[src/inc/shift_pkg.sv]
// Constants for the gear-shift status word packer.
// Assumes a single 10 MHz clock domain; no surroundings beyond the package users.
package shift_pkg;
   // -------------------------------------------------------------------------
   // Message field positions (bit numbers counted from 1 within the payload)
   // -------------------------------------------------------------------------
   localparam int MSG_W          = 64;   // Payload width in bits.
   localparam int MODE_LSB       = 61;   // Actual mode field low bit.
   localparam int MODE_MSB       = 64;   // Actual mode field high bit.
   localparam int GEAR_LSB       = 59;   // Engaged gear field low bit.
   localparam int GEAR_MSB       = 60;   // Engaged gear field high bit.
   localparam int UP_ACT_BIT     = 58;   // Upshift in progress.
   localparam int DN_ACT_BIT     = 57;   // Downshift in progress.
   localparam int UP_FAIL_BIT    = 56;   // Upshift failed.
   localparam int DN_FAIL_BIT    = 55;   // Downshift failed.
   localparam logic [3:0] MODE_MAX = 4'h6; // Highest legal mode code.

   // -------------------------------------------------------------------------
   // Gear codes
   // -------------------------------------------------------------------------
   localparam logic [1:0] GEAR_NEUTRAL  = 2'h0;
   localparam logic [1:0] GEAR_LOW      = 2'h1;
   localparam logic [1:0] GEAR_HIGH     = 2'h2;
   localparam logic [1:0] GEAR_CHANGING = 2'h3;

   // -------------------------------------------------------------------------
   // Timing
   // -------------------------------------------------------------------------
   localparam int CLK_HZ       = 10_000_000;  // Clock rate.
   localparam int PULSE_MS     = 1000;        // Failure pulse length in ms.
   localparam int PULSE_CYCLES = (CLK_HZ / 1000) * PULSE_MS;

   // -------------------------------------------------------------------------
   // Interrupt status layout
   // -------------------------------------------------------------------------
   localparam int IRQ_W       = 4;
   localparam int IRQ_UP_FAIL = 0;   // Upshift failure event.
   localparam int IRQ_DN_FAIL = 1;   // Downshift failure event.
   localparam int IRQ_UP_DONE = 2;   // Upshift completed.
   localparam int IRQ_DN_DONE = 3;   // Downshift completed.
   localparam logic [1:0] ADDR_STATUS = 2'h0;  // Read-only sticky status.
   localparam logic [1:0] ADDR_ENABLE = 2'h1;  // Read/write enable.
   localparam logic [1:0] ADDR_CLEAR  = 2'h2;  // Write-one-to-clear.
   localparam logic [1:0] ADDR_MSG_HI = 2'h3;  // Upper message word read back.
endpackage

[src/shift_status_word_packer.sv]
// Builds the shift part of the gearbox controller's periodic status message.
// Assumes gear sensing and failure flags come from pins (synchronised here);
// mode and registers come from logic on clk.
//
// Overview of operation
// - Actual mode in bits 61..64, zero to six.
// - Report mode in force, not commanded one.
// - Gear bits 59..60: neutral, low, high, changing.
// - Bit 58 high while changing into high.
// - Bit 57 high while changing into low.
// - Bit 56 shows a neutral engagement (to low or to high) failed.
// - Bit 55 shows a disengagement (low or high to neutral) failed.
// - Pressure fault forces upshift-failure bit, latch untouched.
// - Pressure fault forces downshift-failure bit, latch untouched.
// - Single neutral engagement failure gives one-second pulse.
// - Both neutral engagement failures latch upshift failure.
// - Any disengagement failure latches downshift failure.
// - Upshift failure holds gear, ignores commanded mode.
// - Downshift failure holds gear, ignores commanded mode.
`timescale 1ns/1ps
`default_nettype none
module shift_status_word_packer
(
   input  wire logic        clk,
   input  wire logic        rstn,
   input  wire logic [3:0]  commanded_mode,  // Mode requested by the far party.
   input  wire logic        mode_allowed,    // Conditions permit a mode change.
   input  wire logic        in_neutral,      // Pin: neutral sensed.
   input  wire logic        in_low,          // Pin: low engaged.
   input  wire logic        in_high,         // Pin: high engaged.
   input  wire logic        moving_to_high,  // Pin: actuator driving into high.
   input  wire logic        moving_to_low,   // Pin: actuator driving into low.
   input  wire logic        fail_n_to_low,   // Pin: neutral-to-low failed.
   input  wire logic        fail_n_to_high,  // Pin: neutral-to-high failed.
   input  wire logic        fail_low_to_n,   // Pin: low-to-neutral failed.
   input  wire logic        fail_high_to_n,  // Pin: high-to-neutral failed.
   input  wire logic        air_out_of_range, // Pin: air pressure fault.
   input  wire logic [1:0]  addr,
   input  wire logic [31:0] wdata,
   input  wire logic        wr,
   input  wire logic        rd,
   output logic [31:0]      rdata,
   output logic             irq,
   output logic [64:1]      status_msg,      // Payload, bit n is field bit n.
   output logic             gear_hold        // Limp-home: keep present gear.
);
   // -------------------------------------------------------------------------
   // Pin synchronisers
   // -------------------------------------------------------------------------
   localparam int NPIN = 10;
   logic [NPIN-1:0] pin_raw;   // Raw pins in a fixed order.
   logic [NPIN-1:0] pin_s;     // Synchronised pins.
   assign pin_raw = {air_out_of_range, fail_high_to_n, fail_low_to_n, fail_n_to_high,
                     fail_n_to_low, moving_to_low, moving_to_high, in_high, in_low, in_neutral};

   // Each pin crosses through two flops before any logic reads it.
   genvar gi;
   generate
      for (gi = 0; gi < NPIN; gi++)
      begin : g_sync
         sync2 u_sync (.clk(clk), .rstn(rstn), .d(pin_raw[gi]), .q(pin_s[gi]));
      end
   endgenerate

   logic s_neu, s_low, s_high, s_to_high, s_to_low;
   logic s_fnl, s_fnh, s_fln, s_fhn, s_air;
   assign {s_air, s_fhn, s_fln, s_fnh, s_fnl, s_to_low, s_to_high, s_high, s_low, s_neu} = pin_s;

   // -------------------------------------------------------------------------
   // Failure latches and limp-home hold
   // -------------------------------------------------------------------------
   logic up_latch_reg, up_latch_next;      // Upshift failure latched.
   logic dn_latch_reg, dn_latch_next;      // Downshift failure latched.
   logic hold_reg, hold_next;              // Gear hold in force.
   logic single_fail_prev_reg, single_fail_prev_next; // For rising edge.
   logic single_fail;                      // Exactly one neutral engagement failed.
   logic pulse_start;                      // Starts the one-second pulse.
   logic pulse_on;                         // One-second pulse running.

   assign single_fail = s_fnl ^ s_fnh;
   assign pulse_start = single_fail && !single_fail_prev_reg;

   // The one-second window is counted on clk; no prescaler is needed.
   pulse_timer #(.CYCLES(shift_pkg::PULSE_CYCLES)) u_pulse
   (
      .clk   (clk),
      .rstn  (rstn),
      .start (pulse_start),
      .active(pulse_on)
   );

   // Latches only ever set; nothing but reset clears them.
   always_comb
   begin
      single_fail_prev_next = single_fail;
      up_latch_next = up_latch_reg | (s_fnl & s_fnh);
      dn_latch_next = dn_latch_reg | s_fln | s_fhn;
      hold_next = hold_reg | up_latch_next | dn_latch_next | pulse_start;
   end

   always_ff @(posedge clk)
   begin
      if (!rstn)
      begin
         up_latch_reg         <= 1'b0;
         dn_latch_reg         <= 1'b0;
         hold_reg             <= 1'b0;
         single_fail_prev_reg <= 1'b0;
      end
      else
      begin
         up_latch_reg         <= up_latch_next;
         dn_latch_reg         <= dn_latch_next;
         hold_reg             <= hold_next;
         single_fail_prev_reg <= single_fail_prev_next;
      end
   end

   // -------------------------------------------------------------------------
   // Mode in force
   // -------------------------------------------------------------------------
   logic [3:0] mode_reg, mode_next;  // Mode actually applied.

   // A command takes effect only when legal, permitted and not in limp-home.
   always_comb
   begin
      mode_next = mode_reg;
      if (mode_allowed && !hold_reg && commanded_mode <= shift_pkg::MODE_MAX)
         mode_next = commanded_mode;
   end

   always_ff @(posedge clk)
   begin
      if (!rstn)
         mode_reg <= 4'h0;
      else
         mode_reg <= mode_next;
   end

   // -------------------------------------------------------------------------
   // Message assembly
   // -------------------------------------------------------------------------
   logic [1:0]  gear_code;
   logic        up_fail_out, dn_fail_out;
   logic [64:1] msg_next, msg_reg;

   always_comb
   begin
      if (s_to_high || s_to_low)
         gear_code = shift_pkg::GEAR_CHANGING;
      else if (s_high)
         gear_code = shift_pkg::GEAR_HIGH;
      else if (s_low)
         gear_code = shift_pkg::GEAR_LOW;
      else
         gear_code = shift_pkg::GEAR_NEUTRAL;
   end

   assign up_fail_out = up_latch_reg | pulse_on | s_air;
   assign dn_fail_out = dn_latch_reg | s_air;

   always_comb
   begin
      msg_next = '0;
      msg_next[shift_pkg::MODE_MSB:shift_pkg::MODE_LSB] = mode_reg;
      msg_next[shift_pkg::GEAR_MSB:shift_pkg::GEAR_LSB] = gear_code;
      msg_next[shift_pkg::UP_ACT_BIT]  = s_to_high;
      msg_next[shift_pkg::DN_ACT_BIT]  = s_to_low;
      msg_next[shift_pkg::UP_FAIL_BIT] = up_fail_out;
      msg_next[shift_pkg::DN_FAIL_BIT] = dn_fail_out;
   end

   always_ff @(posedge clk)
   begin
      if (!rstn)
         msg_reg <= '0;
      else
         msg_reg <= msg_next;
   end

   assign status_msg = msg_reg;
   assign gear_hold  = hold_reg;

   // -------------------------------------------------------------------------
   // Interrupts and register port
   // -------------------------------------------------------------------------
   logic [3:0] ev;                     // One-cycle events.
   logic [3:0] sts_reg, sts_next;      // Sticky status.
   logic [3:0] en_reg, en_next;        // Enable mask.
   logic [31:0] rdata_reg, rdata_next;
   logic       prev_up_act_reg, prev_dn_act_reg;

   assign ev[shift_pkg::IRQ_UP_FAIL] = up_fail_out & ~msg_reg[shift_pkg::UP_FAIL_BIT];
   assign ev[shift_pkg::IRQ_DN_FAIL] = dn_fail_out & ~msg_reg[shift_pkg::DN_FAIL_BIT];
   assign ev[shift_pkg::IRQ_UP_DONE] = prev_up_act_reg & ~s_to_high;
   assign ev[shift_pkg::IRQ_DN_DONE] = prev_dn_act_reg & ~s_to_low;

   // Set wins over a clear arriving in the same cycle.
   always_comb
   begin
      sts_next   = sts_reg;
      en_next    = en_reg;
      rdata_next = 32'h0;
      if (wr && addr == shift_pkg::ADDR_CLEAR)
         sts_next = sts_reg & ~wdata[3:0];
      if (wr && addr == shift_pkg::ADDR_ENABLE)
         en_next = wdata[3:0];
      sts_next = sts_next | ev;
      if (rd)
      begin
         case (addr)
            shift_pkg::ADDR_STATUS: rdata_next = {28'h0, sts_reg};
            shift_pkg::ADDR_ENABLE: rdata_next = {28'h0, en_reg};
            shift_pkg::ADDR_MSG_HI: rdata_next = msg_reg[64:33];
            default:                rdata_next = 32'h0;
         endcase
      end
   end

   always_ff @(posedge clk)
   begin
      if (!rstn)
      begin
         sts_reg         <= 4'h0;
         en_reg          <= 4'h0;
         rdata_reg       <= 32'h0;
         prev_up_act_reg <= 1'b0;
         prev_dn_act_reg <= 1'b0;
      end
      else
      begin
         sts_reg         <= sts_next;
         en_reg          <= en_next;
         rdata_reg       <= rdata_next;
         prev_up_act_reg <= s_to_high;
         prev_dn_act_reg <= s_to_low;
      end
   end

   assign rdata = rdata_reg;
   assign irq   = |(sts_reg & en_reg);
endmodule
`default_nettype wire

[src/sync2.sv]
// Two-flop synchroniser for one asynchronous level.
// Assumes the destination clock is clk with synchronous active-low reset.
`timescale 1ns/1ps
`default_nettype none
module sync2
(
   input  wire logic clk,
   input  wire logic rstn,
   input  wire logic d,
   output logic      q
);
   // First stage, read only by the second stage.
   logic meta_reg;
   logic meta_next;
   logic q_reg;
   logic q_next;

   // Next values simply shift the level along.
   always_comb
   begin
      meta_next = d;
      q_next    = meta_reg;
   end

   // Both stages clear on reset.
   always_ff @(posedge clk)
   begin
      if (!rstn)
      begin
         meta_reg <= 1'b0;
         q_reg    <= 1'b0;
      end
      else
      begin
         meta_reg <= meta_next;
         q_reg    <= q_next;
      end
   end

   assign q = q_reg;
endmodule
`default_nettype wire

[src/pulse_timer.sv]
// Retriggerable one-shot: holds its output for a fixed count after a start pulse.
// Assumes start is already on the clk domain.
`timescale 1ns/1ps
`default_nettype none
module pulse_timer #(parameter int CYCLES = 10)
(
   input  wire logic clk,
   input  wire logic rstn,
   input  wire logic start,
   output logic      active
);
   // -------------------------------------------------------------------------
   // Counter
   // -------------------------------------------------------------------------
   logic [31:0] cnt_reg;   // Cycles left in the pulse.
   logic [31:0] cnt_next;

   // A new start restarts the full length, so overlapping failures extend it.
   always_comb
   begin
      if (start)
         cnt_next = 32'(CYCLES);
      else if (cnt_reg != 32'h0)
         cnt_next = cnt_reg - 32'h1;
      else
         cnt_next = cnt_reg;
   end

   // Register only.
   always_ff @(posedge clk)
   begin
      if (!rstn)
         cnt_reg <= 32'h0;
      else
         cnt_reg <= cnt_next;
   end

   assign active = (cnt_reg != 32'h0);
endmodule
`default_nettype wire

[config.mk]
export PLATFORM = sky130hd
export DESIGN_NAME = shift_status_word_packer
export DESIGN_NICKNAME = d
export VERILOG_FILES = /design/src/inc/shift_pkg.sv /design/src/shift_status_word_packer.sv /design/src/sync2.sv /design/src/pulse_timer.sv
export SDC_FILE = /design/constraint.sdc
export NUM_CORES = 1
export LEC_CHECK = 0
export ABC_AREA = 0
export BUFFER_PORTS_ARGS = -buffer_cell sky130_fd_sc_hd__buf_2
export CORE_ASPECT_RATIO = 0.5
export CORE_MARGIN = 4
export CORE_UTILIZATION = 53
export DETAILED_ROUTE_END_ITERATION = 8
export GPL_ROUTABILITY_DRIVEN = 0
export PLACE_DENSITY_LB_ADDON = 0.3
export SLEW_MARGIN = 40
export SYNTH_ARGS = -nofsm -noshare
export SYNTH_HDL_FRONTEND = slang
export SYNTH_SLANG_ARGS = --single-unit
[constraint.sdc]
create_clock -name clk -period 3.8 [get_ports clk]
set_clock_uncertainty 0.2 [all_clocks]
set_input_delay 0.38 -clock clk [delete_from_list [all_inputs] [get_ports clk]]
set_output_delay 0.38 -clock clk [all_outputs]
set_load 0.01 [all_outputs]
# Word level (Yosys, flattened, before mapping)
# Cells that the tools add are included.
[totals] reg_bits=164 latchBits=0 mem_bits_rw=0 romBits=0 input_bits=53 word_cells=82 n_memories=0
[classes] addsub=1 n_mul=0 n_div=0 order_cmp=1 n_eq_ne=3 shifts=0 mux=7 n_bitwise=24 reduce_logical=14
[ops] cell="case mux 32 bit (3 select lines)" count=1
[ops] cell="2-to-1 mux 24 bit" count=2
[ops] cell="nonzero test 32 bit" count=1
[ops] cell="subtractor 32 x 1 -> 32 bit, second input constant" count=1
[ops] cell="bitwise OR 1 bit" count=9
[ops] cell="AND 4 bit" count=2
[ops] cell="AND 1 bit" count=5
[ops] cell="logical AND 1 bit" count=5
[ops] cell="NOT 1 bit" count=5
[ops] cell="== test 2 bit, second input constant" count=2
[ops] cell="less-or-equal comparator 4 x 3 -> 1 bit, second input constant" count=1
[ops] cell="2-to-1 mux 2 bit" count=2
[ops] cell="2-to-1 mux 4 bit" count=1
[ops] cell="NOT 4 bit" count=1
[ops] cell="bitwise OR 4 bit" count=1
[ops] cell="OR reduction 4 bit" count=1
[ops] cell="== test 2 x 1 -> 1 bit, second input constant" count=1
[ops] cell="zero test 1 bit" count=2
[ops] cell="zero test 2 bit" count=1
[ops] cell="AND reduction 2 bit" count=1
[ops] cell="nonzero test 2 bit" count=1
[ops] cell="OR reduction 2 bit" count=1
[ops] cell="logical OR 1 bit" count=1
[ops] cell="2-to-1 mux 1 bit" count=1
[ops] cell="XOR 1 bit" count=1

# Logic depth before layout (Yosys ltp)
# Gate-level depths: netlist of run 1.
[logic_depth] depth_word=5 depth_mapped=9

# Cells and area by module
# Synthesis of run 1 repeated with hierarchy kept, for this count alone.
[unflattened] cells_unflattened=418 area_unflattened_um2=4007.6
[by_module_without_submodules] mod="shift_status_word_packer" instances=1 cells_per_inst=194 area_per_inst_um2=1908.1 seq_area_each_um2=800.8
[by_module_without_submodules] mod="pulse_timer" instances=1 cells_per_inst=188 area_per_inst_um2=1626.6 seq_area_each_um2=640.6
[by_module_without_submodules] mod="sync2" instances=9 cells_per_inst=4 area_per_inst_um2=52.6 seq_area_each_um2=40.0

# Worst setup path before layout of run 1
# Ideal clock, no wire load.
[synth_path] kind="register to register" start="register u_pulse.cnt_reg[12]" end="register sts_reg[0]" setup_time_ns=0.117 arrival_ns=2.204 t_required_ns=3.483 setup_slack_ns=1.279 path_stages_with_launch=7 path_cell_list="dfxtp_1 -> or4_1 -> or4_4 -> nor3_2 -> buf_6 -> a21oi_2 -> a32o_1"
[synth_via] elab_chain_cells=5
[synth_lines] item="from (decl)" line_no="pulse_timer.sv:15" rtl="logic [31:0] cnt_reg;"
[synth_lines] item="from (signal assigned)" line_no="pulse_timer.sv:35" rtl="cnt_reg <= cnt_next;"
[synth_lines] item="nonzero test 32 bit" line_no="pulse_timer.sv:38" rtl="assign active = (cnt_reg != 32'h0);"
[synth_lines] item="bitwise OR 1 bit (2 in series)" line_no="shift_status_word_packer.sv:159" rtl="assign up_fail_out = up_latch_reg | pulse_on | s_air;"
[synth_lines] item="AND 1 bit" line_no="shift_status_word_packer.sv:193" rtl="assign ev[shift_pkg::IRQ_UP_FAIL] = up_fail_out & ~msg_reg[shift_pkg::UP_FAIL_BIT];"
[synth_lines] item="bitwise OR 4 bit" line_no="shift_status_word_packer.sv:208" rtl="sts_next = sts_next | ev;"
[synth_lines] item="to (signal assigned)" line_no="shift_status_word_packer.sv:232" rtl="sts_reg <= sts_next;"
[synth_lines] item="to (decl)" line_no="shift_status_word_packer.sv:188" rtl="logic [3:0] sts_reg, sts_next;"
# Every way passes these cells.
# A chain may end at the register's enable or synchronous reset.

# Worst setup path in the final report of run 1
[layout_path] start="register u_pulse.cnt_reg[11]" end="register u_pulse.cnt_reg[9]"
[layout_via] elab_chain_cells=2
[layout_lines] item="nonzero test 32 bit" line_no="pulse_timer.sv:23" rtl="else if (cnt_reg != 32'h0)"
[layout_lines] item="nonzero test 2 bit (no line)"
# Every way passes these cells.

==> impl_summary.log, run 1 <==
[metrics] clock input transition at the sequential cells of the worst setup and hold paths: about 0.06 ns
[metrics] first-pass GRT wire length: between 10000 and 15000 µm
[metrics] DRC viols: 0
[metrics] most common library cell in the layout ignoring fill and taps: dfxtp_1
[metrics] unrepaired setup endpoints after global routing: false
[metrics] timing-limited maximum frequency: 330.5 MHz
[metrics] Total Routed Length: 7469 µm
[metrics] highest-count cells in the layout ignoring fill and taps: 90 x dfxtp_1, 72 x conb_1, 49 x buf_2, 39 x nor2_1, 36 x and2_1
[metrics] post-synthesis share of cell area spent on full adders, half adders and majority gates: 0.009254
[metrics] Vias: slightly below 3k
[metrics] summed negative setup slack over all endpoints: 0 ns
[metrics] Startpoint Class: flop
[metrics] Final Hold Vio Count: 0
[metrics] number of primary I/O pins: approximately 150
[metrics] Static Leakage: slightly below 2 nW
[metrics] capturing element of the worst setup path: u_pulse.cnt_reg[9]$_SDFFE_PN0P_
[metrics] first drt pass iteration count: 4
[metrics] CP max FO: 9
[metrics] cell area after placement: just over 4000 µm²
[metrics] P&R area growth vs syn: 7.372%
[metrics] final critical-path setup slack: around 0.77 ns
[metrics] initial standard-cell utilization of the core: 0.5499
[metrics] startpoint of the most critical setup path: u_pulse.cnt_reg[11]$_SDFFE_PP0P_
[metrics] HPWL after DPL: roughly 5500 µm
[metrics] worst min-delay path category: input pin to flop
[metrics] data arrival time of the worst path: a little over 3 ns
[metrics] area fraction in compound gates after synthesis: 0.1151
[metrics] Die Outline Area: between 9000 and 10000 µm²
[metrics] maximum ir drop on the vdd rail: approximately 0.00034 V
[metrics] CORE AREA: around 7400 µm²
[metrics] input/output buffers: between 40 and 50
[metrics] final antenna diode count: 0
[metrics] fraction of layout instances using a drive strength above 1: 0.1612
[metrics] Worst Max-Slew Pin Slew: 0.6563 ns
[metrics] post-CTS resize count: 0
[metrics] antenna violations before repair: 0
[metrics] Total Routing Usage GR: 0.1586
[metrics] dominant synthesized flop cell: dfxtp_1
[metrics] clock period minus final worst setup slack: approximately 3.0 ns
[metrics] total non-filler cell area in the finished layout: about 4400 µm²
[metrics] Setup Buffers After CTS: 0
[metrics] endpoint class of the critical path: flop
[metrics] CTS tree: done
[metrics] Yosys warnings: 0
[metrics] clock root cell: clkbuf_16
[metrics] reg2reg setup slack: roughly 0.77 ns
[metrics] number of instances in the synthesized netlist: between 400 and 500
[metrics] H-tree Lvls: 3
[metrics] average via count per standard cell: 5.082
[metrics] number of slew-limit violations in the final report: 0
[metrics] Setup violations, final: 0
[metrics] gr ovfl total: 0
[metrics] dominant combinational cell family by area after synthesis: simple AND/OR/NAND/NOR gates
[metrics] worst slew margin relative to its limit: 0.5620
[metrics] register area share after synthesis: 0.4442
[metrics] required time of the critical path: roughly 3.8 ns
[metrics] final-layout fill cell count: ~680
[metrics] Async S/R FF share, synth: 0
[metrics] status: complete, no violations
[metrics] ratio of total power to cell area: approximately 720 nW/µm²
[metrics] width of the die: about 130 µm
[metrics] final net count: between 500 and 600
[metrics] Bufs on Longest Clock Path: 2
[metrics] worst reg2reg path endpoint: u_pulse.cnt_reg[9]$_SDFFE_PN0P_
[metrics] xor and xnor fraction of the mapped netlist area: 0.01080
[metrics] period utilisation layout: 0.7962
[metrics] Iteration-0 DRC Markers: about 110
[metrics] R2R Path Start: u_pulse.cnt_reg[11]$_SDFFE_PP0P_
[metrics] num rows: 22
[metrics] number of max-cap violations: 0
[metrics] overall die height: between 60 and 70 µm
[metrics] TritonCTS Buffers: 9
[metrics] routed length per instance: about 13 µm
[metrics] mux cell area share after synthesis: 0.02221
[metrics] Syn Area/Cell: 9.177 µm²
[metrics] worst-case reg-to-reg path depth: 6
[metrics] post-route ant nets: 0
[metrics] vias in the first global route: approximately 2.5k
[metrics] number of enable flip-flop cells after synthesis: 0
[metrics] clock net sink count: 90
[metrics] worst slack at placement: 0.7980 ns
[metrics] post-cts hold buffer count: 0
[metrics] simple logic cell fraction of the synthesized area: 0.2384
[metrics] max reg flops: 32
[metrics] Util after Layout: 0.5904
[metrics] flops & latches, synth: 90
[metrics] synth unique cells: 48
[metrics] largest net degree at the start of global routing: 38
[metrics] netlist area before placement: a little over 4000 µm²
[metrics] clock latency at the later pin of the worst-skew pair: about 0.34 ns
[metrics] kind of critical path: flop to flop
## worst max-delay path, stage by stage (launching register included)
cell     delay [ns]
dfxtp_1        0.35
or4_1          0.62
or4_4          0.61
nor3_2         0.53
buf_4          0.27
nor3_1         0.06
o31a_1         0.27
## through the flow
stage                     total power, mW  instances  hold WS [ns]
after global placement              2.308        571        0.2163
after CTS                           3.157        586       0.03884
final                               3.148        586       0.04189
after detailed placement            2.336        571        0.2179
after floorplan                     2.157        513        0.2119
after global routing                3.367        586       0.04321
## synth_stat cells, types with 3 or more instances
master,count,area share
nand2_1,19,0.018
nand3b_1,3,0.0056
nand4_1,5,0.0077
or3_1,13,0.020
xnor2_1,3,0.0065
nor4_1,8,0.012
inv_1,5,0.0046
nor3_1,12,0.015
or2_2,3,0.0046
buf_4,74,0.14
mux2i_1,9,0.022
or4_1,15,0.028
o221a_2,3,0.0083
and2_1,36,0.056
nor2_1,39,0.036
nor2b_1,5,0.0077
nand2b_1,5,0.0077
a31oi_1,9,0.014
clkbuf_1,11,0.010
o21ai_1,3,0.0037
o21ai_0,6,0.0074
o31ai_1,9,0.017
ha_1,3,0.0093
dfxtp_1,90,0.44
buf_2,3,0.0037
a21oi_1,20,0.025
## worst min-delay path by stage
stage,startpoint,end,slack (ns),cells after the start
after floorplan,g_sync[1].u_sync.meta_reg$_SDFF_PN0_,g_sync[1].u_sync.q$_SDFF_PN0_,0.21,1
after global placement,g_sync[4].u_sync.meta_reg$_SDFF_PN0_,g_sync[4].u_sync.q$_SDFF_PN0_,0.22,1
after detailed placement,g_sync[4].u_sync.meta_reg$_SDFF_PN0_,g_sync[4].u_sync.q$_SDFF_PN0_,0.22,1
after CTS,fail_low_to_n,g_sync[7].u_sync.meta_reg$_SDFF_PN0_,0.04,2
after global routing,fail_low_to_n,g_sync[7].u_sync.meta_reg$_SDFF_PN0_,0.04,2
final,fail_low_to_n,g_sync[7].u_sync.meta_reg$_SDFF_PN0_,0.04,2
## final cells by class
type                       instances  area, µm²  area share
tap                               96      120.1     0.02758
sequential                        90       1802      0.4137
clock inverter                     3      25.02    0.005745
inverter                           5      18.77    0.004309
multi-input combinational        328       1876      0.4306
clock buffer                      12      246.5     0.05659
timing repair buffer              52      267.8     0.06148
## kinds of logic after synthesis
| group | count (synthesis) |
|---|---|
| simple gates | 173 |
| buf+inv | 95 |
| flops | 90 |
| compound gates | 66 |
| mux | 9 |
| xor+xnor | 5 |
| fa+ha+maj | 3 |
| other cells | 1 |
## metal layers
| metal | part of all wire | vias up | GRT usage |
|---|---|---|---|
| met2 | 0.48 | 97 | 0.2710 |
| met4 | 0.013 | 0 | 0.05006 |
| met1 | 0.44 | 1381 | 0.1883 |
| met3 | 0.067 | 11 | 0.05683 |
| met5 | 0 | - | 0 |
| li1 | - | 1489 | - |
## power breakdown
group / switching (mW) / total, mW / internal [mW] / leakage [nW]
Clock: 0.355 / 0.816 / 0.461 / 0.129
Sequential: 0.151 / 1.23 / 1.08 / 0.736
Combinational: 0.673 / 1.10 / 0.425 / 1.08
No activity file was read; power rests on OpenSTA's default activity.
==> run 2, diff against run 1 <==
--- a/config.mk
+++ b/config.mk
@@ -9,7 +9,7 @@
 export BUFFER_PORTS_ARGS = -buffer_cell sky130_fd_sc_hd__buf_2
 export CORE_ASPECT_RATIO = 0.5
 export CORE_MARGIN = 4
-export CORE_UTILIZATION = 53
+export CORE_UTILIZATION = 44
 export DETAILED_ROUTE_END_ITERATION = 8
 export GPL_ROUTABILITY_DRIVEN = 0
 export PLACE_DENSITY_LB_ADDON = 0.3
==> constraint.sdc (replaced) <==
create_clock -name clk -period 2.56 [get_ports clk]
set_clock_uncertainty 0.2 [all_clocks]
set_input_delay 0.256 -clock clk [delete_from_list [all_inputs] [get_ports clk]]
set_output_delay 0.256 -clock clk [all_outputs]
set_load 0.01 [all_outputs]
==> run 2 against run 1 <==
Compared with the run above:
- non-clock buffer count is 49 higher
- critical endpoint is now sts_reg[0]$_SDFF_PN0_
- largest power group is now combinational cells
- core utilization down 3.6 points
- highest routed layer unchanged
- sequential power grew 43%
- sequential share of layout area decreased by 4.5 points
==> impl_summary.log, run 2 (synthesis gave the netlist of run 1 again) <==
[metrics] number of primary I/O pins: 151 (unchanged)
[metrics] Static Leakage: 2.229 nW (was 1.948 nW)
[metrics] H-tree Lvls: 3 (unchanged)
[metrics] CP max FO: 5 (was 9)
[metrics] initial standard-cell utilization of the core: 0.4595 (was 0.5499)
[metrics] highest-count cells in the layout ignoring fill and taps: 89 x dfxtp_1, 72 x conb_1, 49 x buf_2, 39 x nor2_1 (was 90 x dfxtp_1, 72 x conb_1, 49 x buf_2, 39 x nor2_1, 36 x and2_1)
[metrics] endpoint class of the critical path: flop (unchanged)
[metrics] first-pass GRT wire length: 13220 µm (was 11900 µm)
[metrics] Startpoint Class: flop (unchanged)
[metrics] fraction of layout instances using a drive strength above 1: 0.2315 (was 0.1612)
[metrics] cell area after placement: 4373 µm² (was 4084 µm²)
[metrics] maximum ir drop on the vdd rail: 0.0005071 V (was 0.0003370 V)
[metrics] average via count per standard cell: 4.808 (was 5.082)
[metrics] number of slew-limit violations in the final report: 0 (unchanged)
[metrics] Iteration-0 DRC Markers: 201 (was 108)
[metrics] kind of critical path: flop to flop (unchanged)
[metrics] CTS tree: done (unchanged)
[metrics] most common library cell in the layout ignoring fill and taps: dfxtp_1 (unchanged)
[metrics] CORE AREA: 8828 µm² (was 7377 µm²)
[metrics] Bufs on Longest Clock Path: 2 (unchanged)
[metrics] vias in the first global route: 2779 (was 2513)
[metrics] number of max-cap violations: 0 (unchanged)
[metrics] worst min-delay path category: input pin to flop (unchanged)
[metrics] TritonCTS Buffers: 9 (unchanged)
[metrics] final net count: 591 (was 542)
[metrics] ratio of total power to cell area: 1130 nW/µm² (was 722.7 nW/µm²)
[metrics] status: complete, no violations (unchanged)
[metrics] Min-Delay Startpoint: commanded_mode[0] (was fail_low_to_n)
[metrics] final antenna diode count: 0 (unchanged)
[metrics] Vias: 3159 (was 2978)
[metrics] input/output buffers: 49 (unchanged)
[metrics] Total Routed Length: 8430 µm (was 7469 µm)
[metrics] first drt pass iteration count: 4 (unchanged)
[metrics] clock net sink count: 90 (unchanged)
[metrics] data arrival time of the worst path: 2.52 ns (was 3.06 ns)
[metrics] clock period minus final worst setup slack: 2.491 ns (was 3.026 ns)
[metrics] clock input transition at the sequential cells of the worst setup and hold paths: 0.07 ns (was 0.06 ns)
[metrics] post-route ant nets: 0 (unchanged)
[metrics] summed negative setup slack over all endpoints: 0 ns (unchanged)
[metrics] required time of the critical path: 2.59 ns (was 3.83 ns)
[metrics] Die Outline Area: 10910 µm² (was 9202 µm²)
[metrics] Total Routing Usage GR: 0.1548 (was 0.1586)
[metrics] P&R area growth vs syn: 20.64% (was 7.372%)
[metrics] R2R Path Start: u_pulse.cnt_reg[15]$_SDFFE_PN0P_ (was u_pulse.cnt_reg[11]$_SDFFE_PP0P_)
[metrics] total non-filler cell area in the finished layout: 4893 µm² (was 4355 µm²)
[metrics] DRC viols: 0 (unchanged)
[metrics] startpoint of the most critical setup path: u_pulse.cnt_reg[15]$_SDFFE_PN0P_ (was u_pulse.cnt_reg[11]$_SDFFE_PP0P_)
[metrics] timing-limited maximum frequency: 401.5 MHz (was 330.5 MHz)
[metrics] largest net degree at the start of global routing: 34 (was 38)
[metrics] worst slew margin relative to its limit: 0.6351 (was 0.5620)
[metrics] clock latency at the later pin of the worst-skew pair: 0.34 ns (about the same)
[metrics] clock root cell: clkbuf_16 (unchanged)
[metrics] reg2reg setup slack: 0.07 ns (was 0.77 ns)
[metrics] routed length per instance: 12.83 µm (was 12.75 µm)
[metrics] period utilisation layout: 0.9729 (was 0.7962)
[metrics] overall die height: 75.90 µm (was 69.86 µm)
[metrics] width of the die: 143.8 µm (was 131.7 µm)
[metrics] max reg flops: 32 (unchanged)
[metrics] Setup violations, final: 0 (unchanged)
[metrics] Final Hold Vio Count: 0 (unchanged)
[metrics] num rows: 24 (was 22)
[metrics] antenna violations before repair: 0 (unchanged)
[metrics] Worst Max-Slew Pin Slew: 0.5424 ns (was 0.6563 ns)
[metrics] HPWL after DPL: 6127 µm (was 5464 µm)
[metrics] gr ovfl total: 0 (unchanged)
[metrics] unrepaired setup endpoints after global routing: false (unchanged)
run 2: cell types whose count changed in the layout (fill, tap and decap cells not counted), sizes merged:
cell,delta
clkbuf,-3
buf,+36
bufinv,+2
dlygate4sd3,+13
inv,+2
clkinvlp,-1
clkinv,+1
run 2: critical path: stages (launching register included):
cell and delay (ns):
dfxtp_1 0.32, or4_4 0.53, or4_4 0.60, nor3_4 0.31
buf_6 0.15, a21oi_2 0.06, a32o_1 0.21
run 2: cell type report:
cell class	instances	area, µm²
Clock buffer	9	225.2
Clock inverter	7	96.34
Fill cell	779	3935
Inverter	5	18.77
Multi-Input combinational cell	328	1924
Sequential cell	90	1803
Tap cell	117	146.4
Timing Repair Buffer	101	679.4
run 2: per-stage QoR:
stage | std cells | power [mW] | hold slack [ns] | worst slack (ns) | util
after global placement | 627 | 3.900 | 0.2163 | 0.02370 | 0.4953
after CTS | 656 | 5.406 | 0.02984 | 0.009524 | 0.5472
after global routing | 657 | 5.905 | 0.04359 | 0.007962 | 0.5543
after floorplan | 513 | 3.201 | 0.1833 | 0.03883 | -
final | 657 | 5.529 | 0.04497 | 0.06931 | 0.5543
after detailed placement | 627 | 3.939 | 0.2169 | 0.009369 | 0.4953
run 2: layer usage:
layer  global-route usage  vias up  part of all wire
met4              0.05219        0             0.012
li1                     -     1602                 -
met2               0.2675      109              0.47
met1               0.1879     1438              0.44
met3              0.04765       10             0.075
met5                    0        -                 0
run 2: repair_timing:
item                                    in CTS  in global routing
resized for setup                            1                 12
endpoints found under the setup margin       2                 22
endpoints found under the hold margin       13                  0
hold buffers                                13                  0
setup buffers                                0                  1
pin swaps                                    0                  5
cloned                                       0                  0
run 2: where the power goes:
part	leakage [nW]	switching [mW]	internal, mW
Combinational	1.33	1.24	1.11
Sequential	0.737	0.155	1.61
Clock	0.161	0.552	0.862
Total	2.23	1.95	3.58
run 2: path summary, 6_finish.rpt:
| check | end | depth (start not counted) |
|---|---|---|
| worst min-delay path | mode_reg[0]$_SDFFE_PN0P_ | 2 |
| worst max register to register | sts_reg[0]$_SDFF_PN0_ | 6 |
| worst min register to register | g_sync[7].u_sync.q$_SDFF_PN0_ | 1 |
| worst max-delay path | sts_reg[0]$_SDFF_PN0_ | 6 |
